### src/core/fbps_pkg.sv
package fbps_pkg;
  // ****************************************
  // clock and program timing
  // ****************************************
  localparam int CLK_MHZ    = 40;     // system clock rate
  localparam int T_STD_NS   = 40000;  // standard byte program time
  localparam int T_BURST_NS = 20000;  // burst byte program time
  // least times, so round up to whole cycles
  localparam int STD_CYC   = (T_STD_NS * CLK_MHZ + 999) / 1000;
  localparam int BURST_CYC = (T_BURST_NS * CLK_MHZ + 999) / 1000;
  localparam int CNT_W     = 12;      // timer counter width

  // ****************************************
  // apb register offsets
  // ****************************************
  localparam logic [7:0] REG_CONFIG = 8'h00;  // flash_config
  localparam logic [7:0] REG_FWRITE = 8'h04;  // array write: addr, data
  localparam logic [7:0] REG_CMD    = 8'h08;  // command launch
  localparam logic [7:0] REG_STATUS = 8'h0C;  // sequencer state

  // ****************************************
  // field layouts and reset values
  // ****************************************
  localparam int         CFG_KEY_EN  = 5;        // key-access enable
  localparam logic [7:0] CFG_RW_MASK = 8'hE0;    // bits 7..5 writable
  localparam logic [7:0] CFG_RESET   = 8'h00;
  localparam int         FW_ADDR_LSB = 8;        // address in [23:8]
  localparam int         ST_PUMP     = 2;        // status bit positions
  localparam int         ST_BUSY     = 3;
  localparam int         ST_PEND     = 4;
  localparam int         ST_FAST     = 5;
  localparam int         ST_UNSEC    = 6;
  localparam int         ST_KEY_LSB  = 8;        // key bytes seen [15:8]
  localparam logic [15:0] KEY_LO     = 16'hFFB0; // backdoor_key_locations
  localparam logic [15:0] KEY_HI     = 16'hFFB7;
  localparam int         ROW_BITS    = 6;        // 64-byte rows
  localparam logic [1:0] SEC_UNSEC   = 2'b10;    // only unsecured code
  localparam logic [1:0] SEC_RESET   = 2'b11;    // secure until loaded

  // ****************************************
  // command codes
  // ****************************************
  localparam logic [7:0] CMD_PROG  = 8'h01;
  localparam logic [7:0] CMD_BURST = 8'h02;
  localparam logic [7:0] CMD_ERASE = 8'h03;
  localparam logic [7:0] CMD_BLANK = 8'h04;

  // sequencer states, one-hot
  typedef enum logic [2:0] {
    S_IDLE = 3'b001,
    S_PROG = 3'b010,
    S_GAP  = 3'b100
  } fbps_state_t;
endpackage

### src/core/fbps_tmr_if.sv
`timescale 1ns/10ps
// ****************************************
// sequencer to program timer link
// ****************************************
interface fbps_tmr_if;
  logic start;     // one-cycle launch
  logic long_sel;  // 1: standard time, 0: burst time
  logic done;      // one-cycle end of timed step
  logic busy;      // timer running
  modport ctrl (output start, output long_sel, input done, input busy);
  modport tmr  (input start, input long_sel, output done, output busy);
endinterface

### src/core/fbps_seq.sv
`timescale 1ns/10ps
module fbps_seq
  import fbps_pkg::*;
#(
  parameter int ADDR_W = 8,   // apb address width
  parameter int KEY_N  = 8    // backdoor key bytes
) (
  input  wire logic                clk,
  input  wire logic                resetn,
  // ****************************************
  // apb slave
  // ****************************************
  input  wire logic                psel,
  input  wire logic                penable,
  input  wire logic                pwrite,
  input  wire logic [ADDR_W-1:0]   paddr,
  input  wire logic [31:0]         pwdata,
  output logic      [31:0]         prdata,
  output logic                     pready,
  output logic                     pslverr,
  // ****************************************
  // flash array side
  // ****************************************
  input  wire logic [1:0]          sec_init,
  input  wire logic [KEY_N*8-1:0]  key_ref,
  input  wire logic                blank_ok,
  output logic                     pump_on,
  output logic      [15:0]         arr_addr,
  output logic      [7:0]          arr_data,
  output logic                     arr_prog,
  output logic                     arr_erase,
  output logic                     arr_blank,
  output logic                     burst_timing,
  output logic                     unsecured
);
  import fbps_pkg::*;

  // ****************************************
  // state
  // ****************************************
  typedef struct packed {
    fbps_state_t         st;         // sequencer state
    logic [7:0]          cfg;        // flash_config
    logic [1:0]          sec;        // security_state_field
    logic                sec_loaded; // init copy taken
    logic                pump;       // charge pump enable
    logic                fast;       // current byte on burst time
    logic [7:0]          cmd;        // active command
    logic [15:0]         addr;       // active byte address
    logic [7:0]          data;       // active byte data
    logic                wr_valid;   // array write latched
    logic [15:0]         wr_addr;
    logic [7:0]          wr_data;
    logic                pend;       // queued burst command
    logic [15:0]         pend_addr;
    logic [7:0]          pend_data;
    logic [KEY_N*8-1:0]  key;        // comparison key bytes
    logic [KEY_N-1:0]    key_seen;   // bytes written so far
    logic                tstart;     // timer launch pulse
    logic                tlong;      // timer standard select
    logic                go_prog;    // array strobes, one cycle
    logic                go_erase;
    logic                go_blank;
    logic [31:0]         rdata;      // apb read data
  } fbps_core_t;

  localparam fbps_core_t CORE_RST = '{
    st:      S_IDLE,
    cfg:     CFG_RESET,
    sec:     SEC_RESET,
    default: '0
  };

  fbps_core_t r;       // registered state
  fbps_core_t next_r;  // next state

  fbps_tmr_if tmr ();  // link to step timer

  // ****************************************
  // helpers
  // ****************************************
  // true for any of the eight key locations; all 16 address
  // bits are compared, so no alias of the key area matches
  function automatic logic is_key_loc(input logic [15:0] a);
    is_key_loc = (a >= KEY_LO) && (a <= KEY_HI);
  endfunction

  // true for a mapped register offset
  function automatic logic is_mapped(input logic [ADDR_W-1:0] a);
    is_mapped = (a == ADDR_W'(REG_CONFIG)) ||
                (a == ADDR_W'(REG_FWRITE)) ||
                (a == ADDR_W'(REG_CMD))    ||
                (a == ADDR_W'(REG_STATUS));
  endfunction

  // start one timed step: pump on, strobe array, time it
  function automatic fbps_core_t launch(
    input fbps_core_t  c,
    input logic [7:0]  cmd,
    input logic [15:0] a,
    input logic [7:0]  d,
    input logic        fast
  );
    fbps_core_t o;
    o          = c;
    o.st       = S_PROG;
    o.cmd      = cmd;
    o.addr     = a;
    o.data     = d;
    o.pump     = 1'b1;
    o.fast     = fast;
    o.tstart   = 1'b1;
    o.tlong    = ~fast;
    o.go_prog  = (cmd == CMD_PROG) || (cmd == CMD_BURST);
    o.go_erase = (cmd == CMD_ERASE);
    o.go_blank = (cmd == CMD_BLANK);
    launch     = o;
  endfunction

  // ****************************************
  // next-state logic
  // ****************************************
  logic              wr_acc;     // apb write access phase
  logic              setup;      // apb setup phase
  logic [15:0]       fw_addr;    // address field of array write
  logic [7:0]        wcmd;       // command being written
  logic              seq_next;   // pending is next sequential byte
  logic              same_row;   // pending shares the active row
  logic              cmd_ok;     // written command is known

  always_comb begin
    next_r   = r;
    wr_acc   = psel && penable && pwrite;
    setup    = psel && !penable;
    fw_addr  = pwdata[FW_ADDR_LSB +: 16];
    wcmd     = pwdata[7:0];
    cmd_ok   = (wcmd == CMD_PROG) || (wcmd == CMD_BURST) ||
               (wcmd == CMD_ERASE) || (wcmd == CMD_BLANK);
    seq_next = (r.pend_addr == r.addr + 16'h0001);
    // a row ends where a5..a0 wrap to zero; the queued byte is
    // the next one, so a zero low field there means the active
    // byte closed its row
    same_row = (r.pend_addr[ROW_BITS-1:0] != '0);
    // strobes live for one cycle only
    next_r.tstart   = 1'b0;
    next_r.go_prog  = 1'b0;
    next_r.go_erase = 1'b0;
    next_r.go_blank = 1'b0;

    // security copy taken once, the cycle after reset
    if (!r.sec_loaded) begin
      next_r.sec        = sec_init;
      next_r.sec_loaded = 1'b1;
    end

    // ------------------------------------------------
    // sequencer
    // ------------------------------------------------
    case (r.st)
      S_IDLE: begin
        // a byte left over from a row change, a non-sequential burst byte or a late queue
        if (r.pend) begin
          next_r      = launch(next_r, CMD_BURST, r.pend_addr,
                               r.pend_data, 1'b0);
          next_r.pend = 1'b0;
        end
      end
      S_PROG: begin
        if (tmr.done) begin
          // completion: decide what the pump does now
          if ((r.cmd == CMD_BLANK) && blank_ok) begin
            next_r.sec = SEC_UNSEC;
          end
          if ((r.cmd == CMD_BURST) && r.pend) begin
            if (seq_next && same_row) begin
              // pump stays up, shorter burst time
              next_r      = launch(next_r, CMD_BURST, r.pend_addr,
                                   r.pend_data, 1'b1);
              next_r.pend = 1'b0;
            end else begin
              // high voltage drops, then rises again
              next_r.pump = 1'b0;
              next_r.fast = 1'b0;
              next_r.st   = S_GAP;
            end
          end else begin
            // nothing queued or plain command
            next_r.pump = 1'b0;
            next_r.fast = 1'b0;
            next_r.st   = S_IDLE;
          end
        end
      end
      S_GAP: begin
        // one cycle in S_GAP, then one in S_IDLE: the pump is off two cycles between rows; the
        // least drop that still lets high voltage fall and rise again
        next_r.st = S_IDLE;
      end
      default: begin
        next_r.st   = S_IDLE;
        next_r.pump = 1'b0;
      end
    endcase

    // ------------------------------------------------
    // apb writes take effect in the access phase
    // (pready is always high, so this is the one write edge)
    // ------------------------------------------------
    if (wr_acc) begin
      if (paddr == ADDR_W'(REG_CONFIG)) begin
        // low bits never store, so they read zero
        next_r.cfg = pwdata[7:0] & CFG_RW_MASK;
      end else if (paddr == ADDR_W'(REG_FWRITE)) begin
        if (is_key_loc(fw_addr) && r.cfg[CFG_KEY_EN]) begin
          // comparison key byte, no command starts
          next_r.key[fw_addr[2:0]*8 +: 8] = pwdata[7:0];
          next_r.key_seen[fw_addr[2:0]]   = 1'b1;
        end else begin
          // any other array write, key area included while key access is off, is the
          // first step of a program or erase command
          next_r.wr_addr  = fw_addr;
          next_r.wr_data  = pwdata[7:0];
          next_r.wr_valid = 1'b1;
        end
      end else if (paddr == ADDR_W'(REG_CMD)) begin
        if (cmd_ok && (r.wr_valid || wcmd == CMD_BLANK)) begin
          if ((r.st == S_IDLE) && !r.pend) begin
            next_r = launch(next_r, wcmd, r.wr_addr,
                            r.wr_data, 1'b0);
            next_r.wr_valid = 1'b0;
          end else if ((r.st == S_PROG) && (r.cmd == CMD_BURST) &&
                       (wcmd == CMD_BURST) && !r.pend) begin
            // one queued burst byte beside the active
            next_r.pend      = 1'b1;
            next_r.pend_addr = r.wr_addr;
            next_r.pend_data = r.wr_data;
            next_r.wr_valid  = 1'b0;
          end
          // anything else is dropped: the sequencer has no
          // room, and status shows it is busy or has a byte pending
        end
      end
    end

    // ------------------------------------------------
    // backdoor key compare once all bytes are in
    // ------------------------------------------------
    if (&r.key_seen) begin
      if (r.key == key_ref) begin
        next_r.sec = SEC_UNSEC;
      end
      next_r.key_seen = '0;
    end

    // ------------------------------------------------
    // read data captured in the setup phase
    // ------------------------------------------------
    if (setup) begin
      if (paddr == ADDR_W'(REG_CONFIG)) begin
        next_r.rdata = {24'h00_0000, r.cfg};
      end else if (paddr == ADDR_W'(REG_FWRITE)) begin
        next_r.rdata = {8'h00, r.wr_addr, r.wr_data};
      end else if (paddr == ADDR_W'(REG_CMD)) begin
        next_r.rdata = {24'h00_0000, r.cmd};
      end else if (paddr == ADDR_W'(REG_STATUS)) begin
        next_r.rdata = '0;
        next_r.rdata[1:0]      = r.sec;
        next_r.rdata[ST_PUMP]  = r.pump;
        // a running timer counts too, so a step in flight shows
        next_r.rdata[ST_BUSY]  = (r.st != S_IDLE) || tmr.busy;
        next_r.rdata[ST_PEND]  = r.pend;
        next_r.rdata[ST_FAST]  = r.fast;
        next_r.rdata[ST_UNSEC] = (r.sec == SEC_UNSEC);
        next_r.rdata[ST_KEY_LSB +: KEY_N] = r.key_seen;
      end else begin
        next_r.rdata = '0;
      end
    end
  end

  // ****************************************
  // state register, synchronous reset
  // ****************************************
  always_ff @(posedge clk) begin
    if (!resetn) begin
      r <= CORE_RST;
    end else begin
      r <= next_r;
    end
  end

  // ****************************************
  // step timer
  // ****************************************
  assign tmr.start    = r.tstart;
  assign tmr.long_sel = r.tlong;

  fbps_timer #(
    .CNT_W     (CNT_W),
    .STD_CYC   (STD_CYC),
    .BURST_CYC (BURST_CYC)
  ) u_timer (
    .clk    (clk),
    .resetn (resetn),
    .t      (tmr)
  );

  // ****************************************
  // outputs
  // ****************************************
  // zero wait states; handshake is combinational
  assign pready       = 1'b1;
  assign pslverr      = psel && penable && !is_mapped(paddr);
  assign prdata       = r.rdata;
  assign pump_on      = r.pump;
  assign arr_addr     = r.addr;
  assign arr_data     = r.data;
  // strobes come from flip-flops, so the array sees clean pulses
  assign arr_prog     = r.go_prog;
  assign arr_erase    = r.go_erase;
  assign arr_blank    = r.go_blank;
  assign burst_timing = r.fast;
  // only one of the four codes opens the flash
  assign unsecured    = (r.sec == SEC_UNSEC);
endmodule

### src/core/fbps_timer.sv
`timescale 1ns/10ps
// ****************************************
// program step timer
// ****************************************
module fbps_timer #(
  parameter int CNT_W     = fbps_pkg::CNT_W,
  parameter int STD_CYC   = fbps_pkg::STD_CYC,
  parameter int BURST_CYC = fbps_pkg::BURST_CYC
) (
  input  wire logic  clk,
  input  wire logic  resetn,
  fbps_tmr_if.tmr    t
);
  import fbps_pkg::*;

  // whole timer state
  typedef struct packed {
    logic [CNT_W-1:0] cnt;   // cycles left
    logic             busy;  // counting
    logic             done;  // end pulse
  } fbps_tmr_t;

  fbps_tmr_t r;       // registered state
  fbps_tmr_t next_r;  // next state

  // ****************************************
  // count down, pulse done at zero
  // ****************************************
  always_comb begin
    next_r = r;
    next_r.done = 1'b0;
    if (t.start) begin
      // a start restarts even a running count
      next_r.busy = 1'b1;
      next_r.cnt  = t.long_sel ? CNT_W'(STD_CYC - 1)
                               : CNT_W'(BURST_CYC - 1);
    end else if (r.busy) begin
      if (r.cnt == '0) begin
        next_r.busy = 1'b0;
        next_r.done = 1'b1;
      end else begin
        next_r.cnt = r.cnt - 1'b1;
      end
    end
  end

  // state register, synchronous reset
  always_ff @(posedge clk) begin
    if (!resetn) begin
      r <= '0;
    end else begin
      r <= next_r;
    end
  end

  assign t.done = r.done;
  assign t.busy = r.busy;
endmodule

### config.mk
export PLATFORM = sky130hd
export DESIGN_NAME = fbps_seq
export DESIGN_NICKNAME = d
export VERILOG_FILES = /design/src/core/fbps_pkg.sv /design/src/core/fbps_tmr_if.sv /design/src/core/fbps_seq.sv /design/src/core/fbps_timer.sv
export SDC_FILE = /design/constraint.sdc
export NUM_CORES = 1
export LEC_CHECK = 0
export ABC_AREA = 1
export BUFFER_PORTS_ARGS = -buffer_cell sky130_fd_sc_hd__buf_2
export CORE_ASPECT_RATIO = 0.8
export CORE_MARGIN = 2
export CORE_UTILIZATION = 41
export DETAILED_ROUTE_END_ITERATION = 12
export PLACE_DENSITY = 0.73
export SLEW_MARGIN = 5
export SYNTH_ARGS = -nofsm -noshare
export SYNTH_HDL_FRONTEND = slang
export SYNTH_SLANG_ARGS = --single-unit
### constraint.sdc
create_clock -name clk -period 3.3 [get_ports clk]
set_clock_uncertainty 0.1 [all_clocks]
set_input_delay 0.99 -clock clk [delete_from_list [all_inputs] [get_ports clk]]
set_output_delay 0.99 -clock clk [all_outputs]
set_load 0.05 [all_outputs]
## Word level (Yosys, flattened, before mapping)

Cells that the tools add are included.

- Bits of input ports: 112
- Logic and storage cells: 139
- Bits in registers: 221

- $lt $le $gt $ge: 4
- Equality and inequality tests: 17
- Muxes and demuxes: 50
- Add/subtract/negate cells: 3
- Bitwise operators: 3
- Reduce and logical (&&, ||, !) cells: 34
- Shift operators: 2

Operators by type and width:

| operator | number |
|---|---|
| 207-bit two-way mux | 7 |
| 192-bit one-hot mux with 2 select lines | 1 |
| 191-bit two-way mux | 2 |
| 196-bit two-way mux | 1 |
| 72-bit two-way mux | 2 |
| 25-bit two-way mux | 5 |
| 48-bit two-way mux | 2 |
| 37-bit two-way mux | 2 |
| 64-bit bitwise mux | 1 |
| 64-bit == test | 1 |
| 8-bit by 34-bit variable shift with 64-bit output (first input constant) | 1 |
| 8-bit by 34-bit variable part select with 64-bit output | 1 |
| 24-bit two-way mux | 2 |
| 6-bit negation with 34-bit output | 1 |
| 16-bit two-way mux | 2 |
| 32-bit two-way mux | 1 |
| 8-bit by 2-bit == test with 1-bit output (second input constant) | 3 |
| 8-bit by 3-bit == test with 1-bit output (second input constant) | 3 |
| 11-bit one-hot mux with 2 select lines | 1 |
| 16-bit by 1-bit adder with 16-bit output (second input constant) | 1 |
| 16-bit == test | 1 |
| 8-bit by 4-bit == test with 1-bit output (second input constant) | 2 |
| 16-bit >= comparator (second input constant) | 1 |
| 16-bit <= comparator (second input constant) | 1 |
| 34 further kinds | 68 |

## Longest topological paths before layout

Gate-level depths: netlist (run 1).

- Depth in word-level cells: 17
- Depth in mapped cells: 18
- Gate-level depth less buffers: 17

## Modules after synthesis

A second synthesis (run 1) with hierarchy kept.

- Cell total of the unflattened synthesis: 1595
- Area total of the unflattened synthesis: 11066.9 um^2

By module, submodules not included:

| module | instances | area an instance (um^2) | cells each | seq. area each (um^2) |
|---|---|---|---|---|
| fbps_seq | 1 | 10208.5 | 1460 | 3883.7 |
| fbps_timer | 1 | 858.3 | 135 | 280.3 |

## Worst setup path after synthesis (run 1)

OpenSTA, ideal clock, no wires.

- Kind: in2out
- Start point: in paddr[7]
- End point: out pslverr
- Cell stages on the path: 8
- Data arrival time: 2666 ps
- Slack: -456 ps
- Path through: nor2_1 -> nand2_1 -> nor3_2 -> inv_2 -> nor2_1 -> inv_1 -> nand2_1 -> nor3_1

- Word-level cells in the longest chain between the ends: 6
- Elaborated cells between the ends (all ways): 9
- Those cells by class: 3 x eq/ne; 6 x reduce/logical

Ends and longest elaborated chain:

| what | line | source |
|---|---|---|
| start, declared | fbps_seq.sv:16 | `input wire logic [ADDR_W-1:0] paddr,` |
| 8-bit by 3-bit == test with 1-bit output or 8-bit logical NOT (tied branches) | fbps_seq.sv:91, fbps_seq.sv:90 |  |
| 1-bit logical OR | fbps_seq.sv:90 | `is_mapped = (a == ADDR_W'(REG_CONFIG)) \|\|` |
| 1-bit logical OR | fbps_seq.sv:91 | `(a == ADDR_W'(REG_FWRITE)) \|\|` |
| 1-bit logical OR (*) | fbps_seq.sv:92 | `(a == ADDR_W'(REG_CMD)) \|\|` |
| 1-bit logical NOT (*) | fbps_seq.sv:313 | `assign pslverr = psel && penable && !is_mapped(paddr);` |
| 1-bit logical AND (*) | fbps_seq.sv:313 |  |
| end, declared | fbps_seq.sv:20 | `output logic pslverr,` |

Every way passes the cells marked *; elsewhere a longest branch is shown, timed or not.

## Worst setup path in the final report (run 1)

- Start point: in paddr[1]
- End point: out pslverr

Same word-level chain as after synthesis.

==> key figures, run 1 <==
Floorplan
  – Count of boundary I/O pins: 176
  – Die W: approximately 190 µm
  – DIE AREA: around 28000 µm²
  – Die extent in y: 149 µm
  – Number of cell rows: between 50 and 60
  – Initial cell density of the core: 0.414
  – Floorplan core area: between 20000 and 30000 µm²

Power
  – PwrDens: 437 nW/µm²
  – Total power draw: approximately 5500 µW
  – Clock share of power: 0.479
  – Relative contribution of sequential cells to total power: 0.454
  – Switching pwr: about 1300 µW
  – Internal Pwr Total: around 4300 µW
  – Comb pwr share: 0.068
  – Switching share of power: 0.233
  – Max rail drop VDD: roughly 350 µV
  – Cell leakage power: between 0.005 and 0.006 µW

Final layout
  – Number of filler instances in the final layout: about 2600
  – Final Instance Area: ~13000 µm²
  – Count of nets after finishing: around 1800
  – Area growth, synth to finish: 17.2%
  – Area of all sequential standard cells: 4160 µm²
  – Layout cells sized above 1: 0.179
  – Area of combinational cells with multiple inputs: about 5300 µm²

Synthesis
  – Post-synthesis async set-or-reset flop share: 0
  – Synth warnings: 0
  – Mapped Area: approximately 11000 µm²
  – Gate count of the mapped netlist: around 1500
  – Most common flop cell mapped by yosys: sky130_fd_sc_hd__dfxtp_1
  – Fraction of the yosys area taken by sequential cells: 0.385
  – Yosys reg bits: approximately 210
  – Mean instance size in the synthesized netlist: around 7.1 µm²
  – Count of flip-flops with a built-in enable after synthesis: 0
  – Unique masters post-synth: between 40 and 50

CTS
  – Insertion delay to the later sink of the worst-skew pair: just over 500 ps
  – Worst-case clock buffer depth: 3
  – Post-CTS Setup Repair Bufs: 0
  – Number of buffers added by the clock tree synthesis step: 22
  – TritonCTS sink count: roughly 210
  – CTS Root Buffer Type: sky130_fd_sc_hd__clkbuf_16
  – Reg clk slew, reported paths: 60 ps
  – Post-cts hold buffer count: 0
  – Total number of H-tree levels: 1
  – Clock tree from TritonCTS: done

Route
  – Total detailed-routing wirelength: about 33 mm
  – Wire length on met3: 3.27 mm
  – Antenna violation net count after detailed routing: 0
  – Routed wire length per instance: 16.3 µm
  – First-pass detailed-route iteration total: 8
  – Routed met2 length: roughly 14 mm
  – Highest routing layer actually used: met4
  – Total routed wire length on the met1 layer: ~15 mm
  – DRC errors left: 0
  – Total vias in the final route: approximately 11000
  – Starting DRC count in detailed routing: 1000
  – Via density per instance: about 5.3

Global route
  – Antenna violations before repair: 1
  – Number of global-route vias before repair: around 10000
  – Remaining global-route overflow: 0
  – Largest net degree at the start of global routing: 51
  – Overall fraction of global-route tracks in use: 0.236
  – Global-route wire length before repair: between 50 and 60 mm

Place
  – Last weighted congestion value of the routability-driven placer: approximately 0.95
  – Detail Placement HPWL: around 25 mm
  – Port bufs: 158
  – Cell Area, Placed: between 10000 and 15000 µm²

Setup path
  – Largest fanout on the critical path: 4
  – Type of element launching the critical path: input port
  – Logic depth of the worst setup path including buffers: 8
  – Cell depth of the worst flop-to-flop path: 17
  – Critical Setup Path Class: input port to output port
  – Count of buffer and inverter cells on the critical path: 5
  – Crit path capture type: output port
  – Max stage delay on crit path: around 250 ps
  – R2r setup slk: ~620 ps
  – Gate family responsible for the most delay along the worst path: buffers and inverters
  – Critical path's slowest cell: sky130_fd_sc_hd__nor4_2
  – Required @ worst endpoint: about 2200 ps
  – Worst endpoint data arrival time: roughly 2100 ps
  – Crit-path most repeated cell: sky130_fd_sc_hd__buf_4
  – Cells along the critical path: buf_2 > nor2_2 > inv_2 > buf_4 > nor4_2 > buf_4 > nor3_4 > buf_4

Timing
  – Post-Route Hold Slack: between 300 and 400 ps
  – Clock period minus final worst setup slack: about 3200 ps
  – Worst-margin pin slew: 699 ps
  – Fmax: 309 MHz
  – Final setup violation count: 0
  – Hold Vio Cnt, Final: 0
  – Final number of max-transition violations: 0
  – Crit share post-route: 0.979
  – Accumulated negative setup slack: 0 ps
  – Worst slew margin relative to its limit: 0.533

Worst hold path
  – Hold Path Stages: 2
  – Class of the tightest hold or removal check: flop to flop

Flow run
  – Max Cap Violations: 0

Status
  – Status: finished clean
## power groups by stage
stage	clock network, µW	logic, µW	registers [µW]
after CTS	2680	364	2520
after floorplan	0	209	2570
final	2650	374	2520
after global placement	0	357	2570
after detailed placement	0	362	2570
after global routing	2790	401	2520
## worst register-to-register path: stages, from the launching register on
cell	delay [ps]
sky130_fd_sc_hd__dfxtp_1	340
sky130_fd_sc_hd__ha_1	200
sky130_fd_sc_hd__nand2_1	140
sky130_fd_sc_hd__nor2_4	200
sky130_fd_sc_hd__nand2_1	80
sky130_fd_sc_hd__nand2_1	70
sky130_fd_sc_hd__nand2_1	50
sky130_fd_sc_hd__nand2_1	90
sky130_fd_sc_hd__nand2_1	80
sky130_fd_sc_hd__nor2_1	90
sky130_fd_sc_hd__nand2_1	90
sky130_fd_sc_hd__nor2_2	200
sky130_fd_sc_hd__nand4_4	240
sky130_fd_sc_hd__nand2_4	350
sky130_fd_sc_hd__nand2_1	120
sky130_fd_sc_hd__nand3_1	90
sky130_fd_sc_hd__nand2_1	50
sky130_fd_sc_hd__inv_1	40
## worst paths after layout
check / start / to
max reg2reg: arr_addr[0] / arr_addr[9]
max: paddr[1] / pslverr
min: flop / flop
min reg2reg: flop / flop
## layout by cell type (no fill, tap or decap), types with 3 or more instances in the layout
cell                        Yosys  layout
sky130_fd_sc_hd__nor3_4         0       3
sky130_fd_sc_hd__clkbuf_1      44       3
sky130_fd_sc_hd__nor2_2         2       5
sky130_fd_sc_hd__a21oi_1      106     106
sky130_fd_sc_hd__bufinv_16      0       3
sky130_fd_sc_hd__inv_2          6       8
sky130_fd_sc_hd__nor3b_1        3       3
sky130_fd_sc_hd__o211a_1        3       3
sky130_fd_sc_hd__o211ai_1       4       4
sky130_fd_sc_hd__clkbuf_8       0       5
sky130_fd_sc_hd__o221ai_1       9       9
sky130_fd_sc_hd__nor4_2         3       4
sky130_fd_sc_hd__o21ai_0      114     114
sky130_fd_sc_hd__ha_1           4       4
sky130_fd_sc_hd__o21ai_1       12      12
sky130_fd_sc_hd__a31oi_1       39      39
sky130_fd_sc_hd__or2_2         13      13
sky130_fd_sc_hd__buf_4         58      56
sky130_fd_sc_hd__a211oi_1      19      19
sky130_fd_sc_hd__nor3_1        34      33
sky130_fd_sc_hd__buf_2          7     157
sky130_fd_sc_hd__dfxtp_1      208     208
sky130_fd_sc_hd__nor2_1       131     128
sky130_fd_sc_hd__xor2_1        38      38
sky130_fd_sc_hd__inv_1        198     197
sky130_fd_sc_hd__nor4_1        18      17
sky130_fd_sc_hd__nand4_1       33      33
sky130_fd_sc_hd__nor2_4         5       5
sky130_fd_sc_hd__nand3_2        4       5
sky130_fd_sc_hd__nand2_1      247     245
sky130_fd_sc_hd__clkbuf_16      0      23
sky130_fd_sc_hd__xnor2_1       18      18
sky130_fd_sc_hd__nand3_1      113     112
sky130_fd_sc_hd__conb_1         2       9
sky130_fd_sc_hd__mux2i_1        6       6
## cell usage after synthesis, drive strengths merged (3+ instances only)
library cell,count,area (µm²)
nor3,38,210
a211oi,19,143
mux2i,6,60.1
clkbuf,44,165
clkinv,3,11.3
a21oi,106,531
xnor2,18,158
inv,204,766
a31oi,39,244
nor2,138,561
xor2,38,333
nor4,21,150
nand2,248,938
nor3b,3,22.5
o21ai,126,631
ha,4,50.1
or2,14,87.6
dfxtp,208,4160
o221ai,9,78.8
buf,68,497
nand4,34,228
nand3,117,606
o211a,3,30.0
o211ai,4,30.0
## what timing repair did
item,in CTS,in global routing
endpoints found under the setup margin,1,1
gates resized for setup,3,7
hold endpoints to repair,0,0
pin swaps,1,1
## metrics by stage
stage / setup WS, ps / utilization / std cells
finish: 68.2 / 0.486 / 2035
global route: -9.73 / 0.486 / 2035
CTS: 21.4 / 0.485 / 2034
detailed placement: -33.9 / 0.455 / 1995
global placement: 4.07 / 0.455 / 1995
floorplan: 55.3 / - / 1536
## logic make-up after synthesis
group / synth area share
flops: 0.385
other cells: 0.000694
buf+inv: 0.133
compound gates: 0.164
xor+xnor: 0.0453
mux: 0.00659
simple gates: 0.261
fa+ha+maj: 0.00462
## cell type report
cell class,count,share of cell area
Inverter,207,0.0612
Tap cell,357,0.0352
Clock inverter,8,0.00976
Clock buffer,31,0.0517
Sequential cell,208,0.328
Antenna cell,1,0.000197
Timing Repair Buffer,214,0.0966
Multi-Input combinational cell,1009,0.417
## layer usage
metal,vias to the layer above,GRT usage
met5,-,0
met4,0,0.0543
met3,43,0.0598
met2,496,0.355
met1,5044,0.338
li1,5287,-
Power figures use the tool's default switching activity.
==> inputs of run 2 (changes only) <==
- SETUP_SLACK_MARGIN: unset -> 0.1
==> run 2 against run 1 <==
  * Worst setup slack better by 46 ps
  * First-iteration DRC count rose by 3.2%
  * Die area is the same
  * Clock-buffer cell count fell by 2
  * Maximum frequency rose by 1.4%
  * Critical endpoint unchanged
  * Register-to-register slack better by 50 ps
  * Clock power shrank 11%
  * Largest cell class unchanged
  * Total power fell by 5.3%
  * Sequential share of layout area rose by 0.19 points
  * Largest power group is now sequential cells
==> key figures, run 2 (synthesis results as in run 1) <==
Setup path
  – Critical Setup Path Class: input port to output port
  – Gate family responsible for the most delay along the worst path: simple AND/OR/NAND/NOR gates
  – Largest fanout on the critical path: 5
  – Critical path's slowest cell: sky130_fd_sc_hd__nor4_4
  – Cells along the critical path: buf_2 > nor2_2 > nand2_2 > buf_6 > nor4_4 > inv_2 > nand2_2 > nor3_4 > buf_6
  – Count of buffer and inverter cells on the critical path: 4
  – Worst endpoint data arrival time: 2100 ps
  – Type of element launching the critical path: input port
  – Max stage delay on crit path: around 270 ps
  – Required @ worst endpoint: about 2200 ps
  – Crit path capture type: output port

Status
  – Status: finished clean

CTS
  – Insertion delay to the later sink of the worst-skew pair: 510 ps
  – Total number of H-tree levels: 1
  – Clock tree from TritonCTS: done
  – Number of buffers added by the clock tree synthesis step: 22
  – Reg clk slew, reported paths: approximately 60 ps
  – Post-cts hold buffer count: 0
  – CTS Root Buffer Type: sky130_fd_sc_hd__clkbuf_16
  – TritonCTS sink count: between 200 and 250
  – Worst-case clock buffer depth: 3

Floorplan
  – DIE AREA: approximately 28000 µm²
  – Die W: roughly 190 µm
  – Initial cell density of the core: 0.414
  – Number of cell rows: 53
  – Die extent in y: 149 µm
  – Floorplan core area: around 26000 µm²
  – Count of boundary I/O pins: approximately 180

Global route
  – GR met3 Demand/Resource: 0.0588
  – Antenna violations before repair: 4
  – Global-route wire length before repair: between 50 and 60 mm
  – Remaining global-route overflow: 0
  – Largest net degree at the start of global routing: 47
  – Number of global-route vias before repair: between 9000 and 10000
  – Most used routing layer in global routing: met2
  – Overall fraction of global-route tracks in use: 0.239
  – Met1 Use GR: 0.343
  – Met2 track utilization from global routing: 0.358

Route
  – DRC errors left: 0
  – First-pass detailed-route iteration total: 6
  – Via density per instance: between 5 and 6
  – Routed wire length per instance: about 16 µm
  – Antenna violation net count after detailed routing: 0
  – Starting DRC count in detailed routing: about 1000
  – Total vias in the final route: approximately 11000
  – Total detailed-routing wirelength: 33.4 mm

Power
  – Total power draw: approximately 5300 µW
  – Comb pwr share: 0.072
  – Internal Pwr Total: ~4000 µW
  – PwrDens: around 420 nW/µm²
  – Cell leakage power: about 0.0058 µW
  – Switching share of power: 0.242
  – Relative contribution of sequential cells to total power: 0.479
  – Max rail drop VDD: roughly 310 µV
  – Switching pwr: about 1300 µW
  – Clock share of power: 0.449

Final layout
  – Layout cells sized above 1: 0.180
  – Number of filler instances in the final layout: 2629
  – Finished Layout Cells: just over 2000
  – Area growth, synth to finish: 16.6%
  – Count of nets after finishing: about 1800
  – Final Instance Area: around 13000 µm²
  – Commonest non-fill, non-tap cell in the layout: sky130_fd_sc_hd__nand2_1
  – Top library cells by usage in the layout, fill and taps aside: sky130_fd_sc_hd__nand2_1, sky130_fd_sc_hd__dfxtp_1, sky130_fd_sc_hd__inv_1, sky130_fd_sc_hd__buf_2, sky130_fd_sc_hd__nor2_1

Timing
  – Clock period minus final worst setup slack: 3190 ps
  – Final number of max-transition violations: 0
  – Accumulated negative setup slack: 0 ps
  – Worst slew margin relative to its limit: 0.541
  – Worst-margin pin slew: just under 700 ps
  – Hold Vio Cnt, Final: 0
  – Fmax: about 310 MHz
  – Crit share post-route: 0.965
  – Final setup violation count: 0
  – RSZ-0062 raised after global routing: false

Place
  – Count of placed standard cells including taps: roughly 2000
  – Detail Placement HPWL: around 25 mm
  – Last weighted congestion value of the routability-driven placer: 0.954
  – Port bufs: between 150 and 200
  – Cell Area, Placed: about 12000 µm²

Worst hold path
  – Class of the tightest hold or removal check: flop to flop

Flow run
  – Max Cap Violations: 0
## run 2: changes by cell type in the layout (fill, tap and decap cells not counted), sizes merged
| cell | delta |
|---|---|
| clkinvlp | -1 |
| diode | +3 |
| clkbuf | -2 |
| bufinv | -3 |
| clkinv | +2 |
## run 2: path summary, 6_finish.rpt
kind         depth (start not counted)          end         from  slack, ps
max                                  9      pslverr     paddr[7]        110
min                                  2         flop         flop        360
max reg2reg                         15  arr_addr[9]  arr_addr[0]        670
min reg2reg                          2         flop         flop        360
## run 2: through the flow
step           hold WS, ps  setup WS [ps]   util
3_3_place_gp           347           1.68  0.454
3_5_place_dp           351          -8.59  0.454
5_1_grt                384           46.5  0.483
2_1_floorplan          332            143      -
4_1_cts                360            108  0.481
6_report               357            114  0.483
## run 2: what timing repair did
action                     4_1_cts  5_1_grt
resized for setup                7       10
setup endpoints to repair        1        1
pin swaps                        1        3
buffers inserted                 0        2
## run 2: layout make-up
cell class,instances,area [µm²],area share
Timing Repair Buffer,214,1230,0.0978
Clock buffer,29,638,0.0506
Multi-Input combinational cell,1009,5320,0.421
Clock inverter,6,32.5,0.00258
Inverter,207,777,0.0616
Tap cell,357,447,0.0354
Sequential cell,208,4160,0.330
Antenna cell,4,10.0,0.000793
## run 2: routing by layer
layer	vias up	part of all wire
li1	5293	-
met1	5010	0.46
met2	448	0.42
met3	53	0.10
met4	0	0.021
met5	-	0
## run 2: power by group through the flow
stage	Combinational (µW)	Sequential, µW	Clock (µW)
2_1_floorplan	209	2570	0
3_3_place_gp	357	2570	0
3_5_place_dp	361	2570	0
4_1_cts	365	2520	2390
5_1_grt	407	2520	2500
6_report	378	2520	2360
## run 2: tightest hold or removal path, delay by kind of cell (launching register included)
kind / cells / cell delay, ps
compound gates: 1 / 50
buf+inv: 1 / 50
flops: 1 / 320
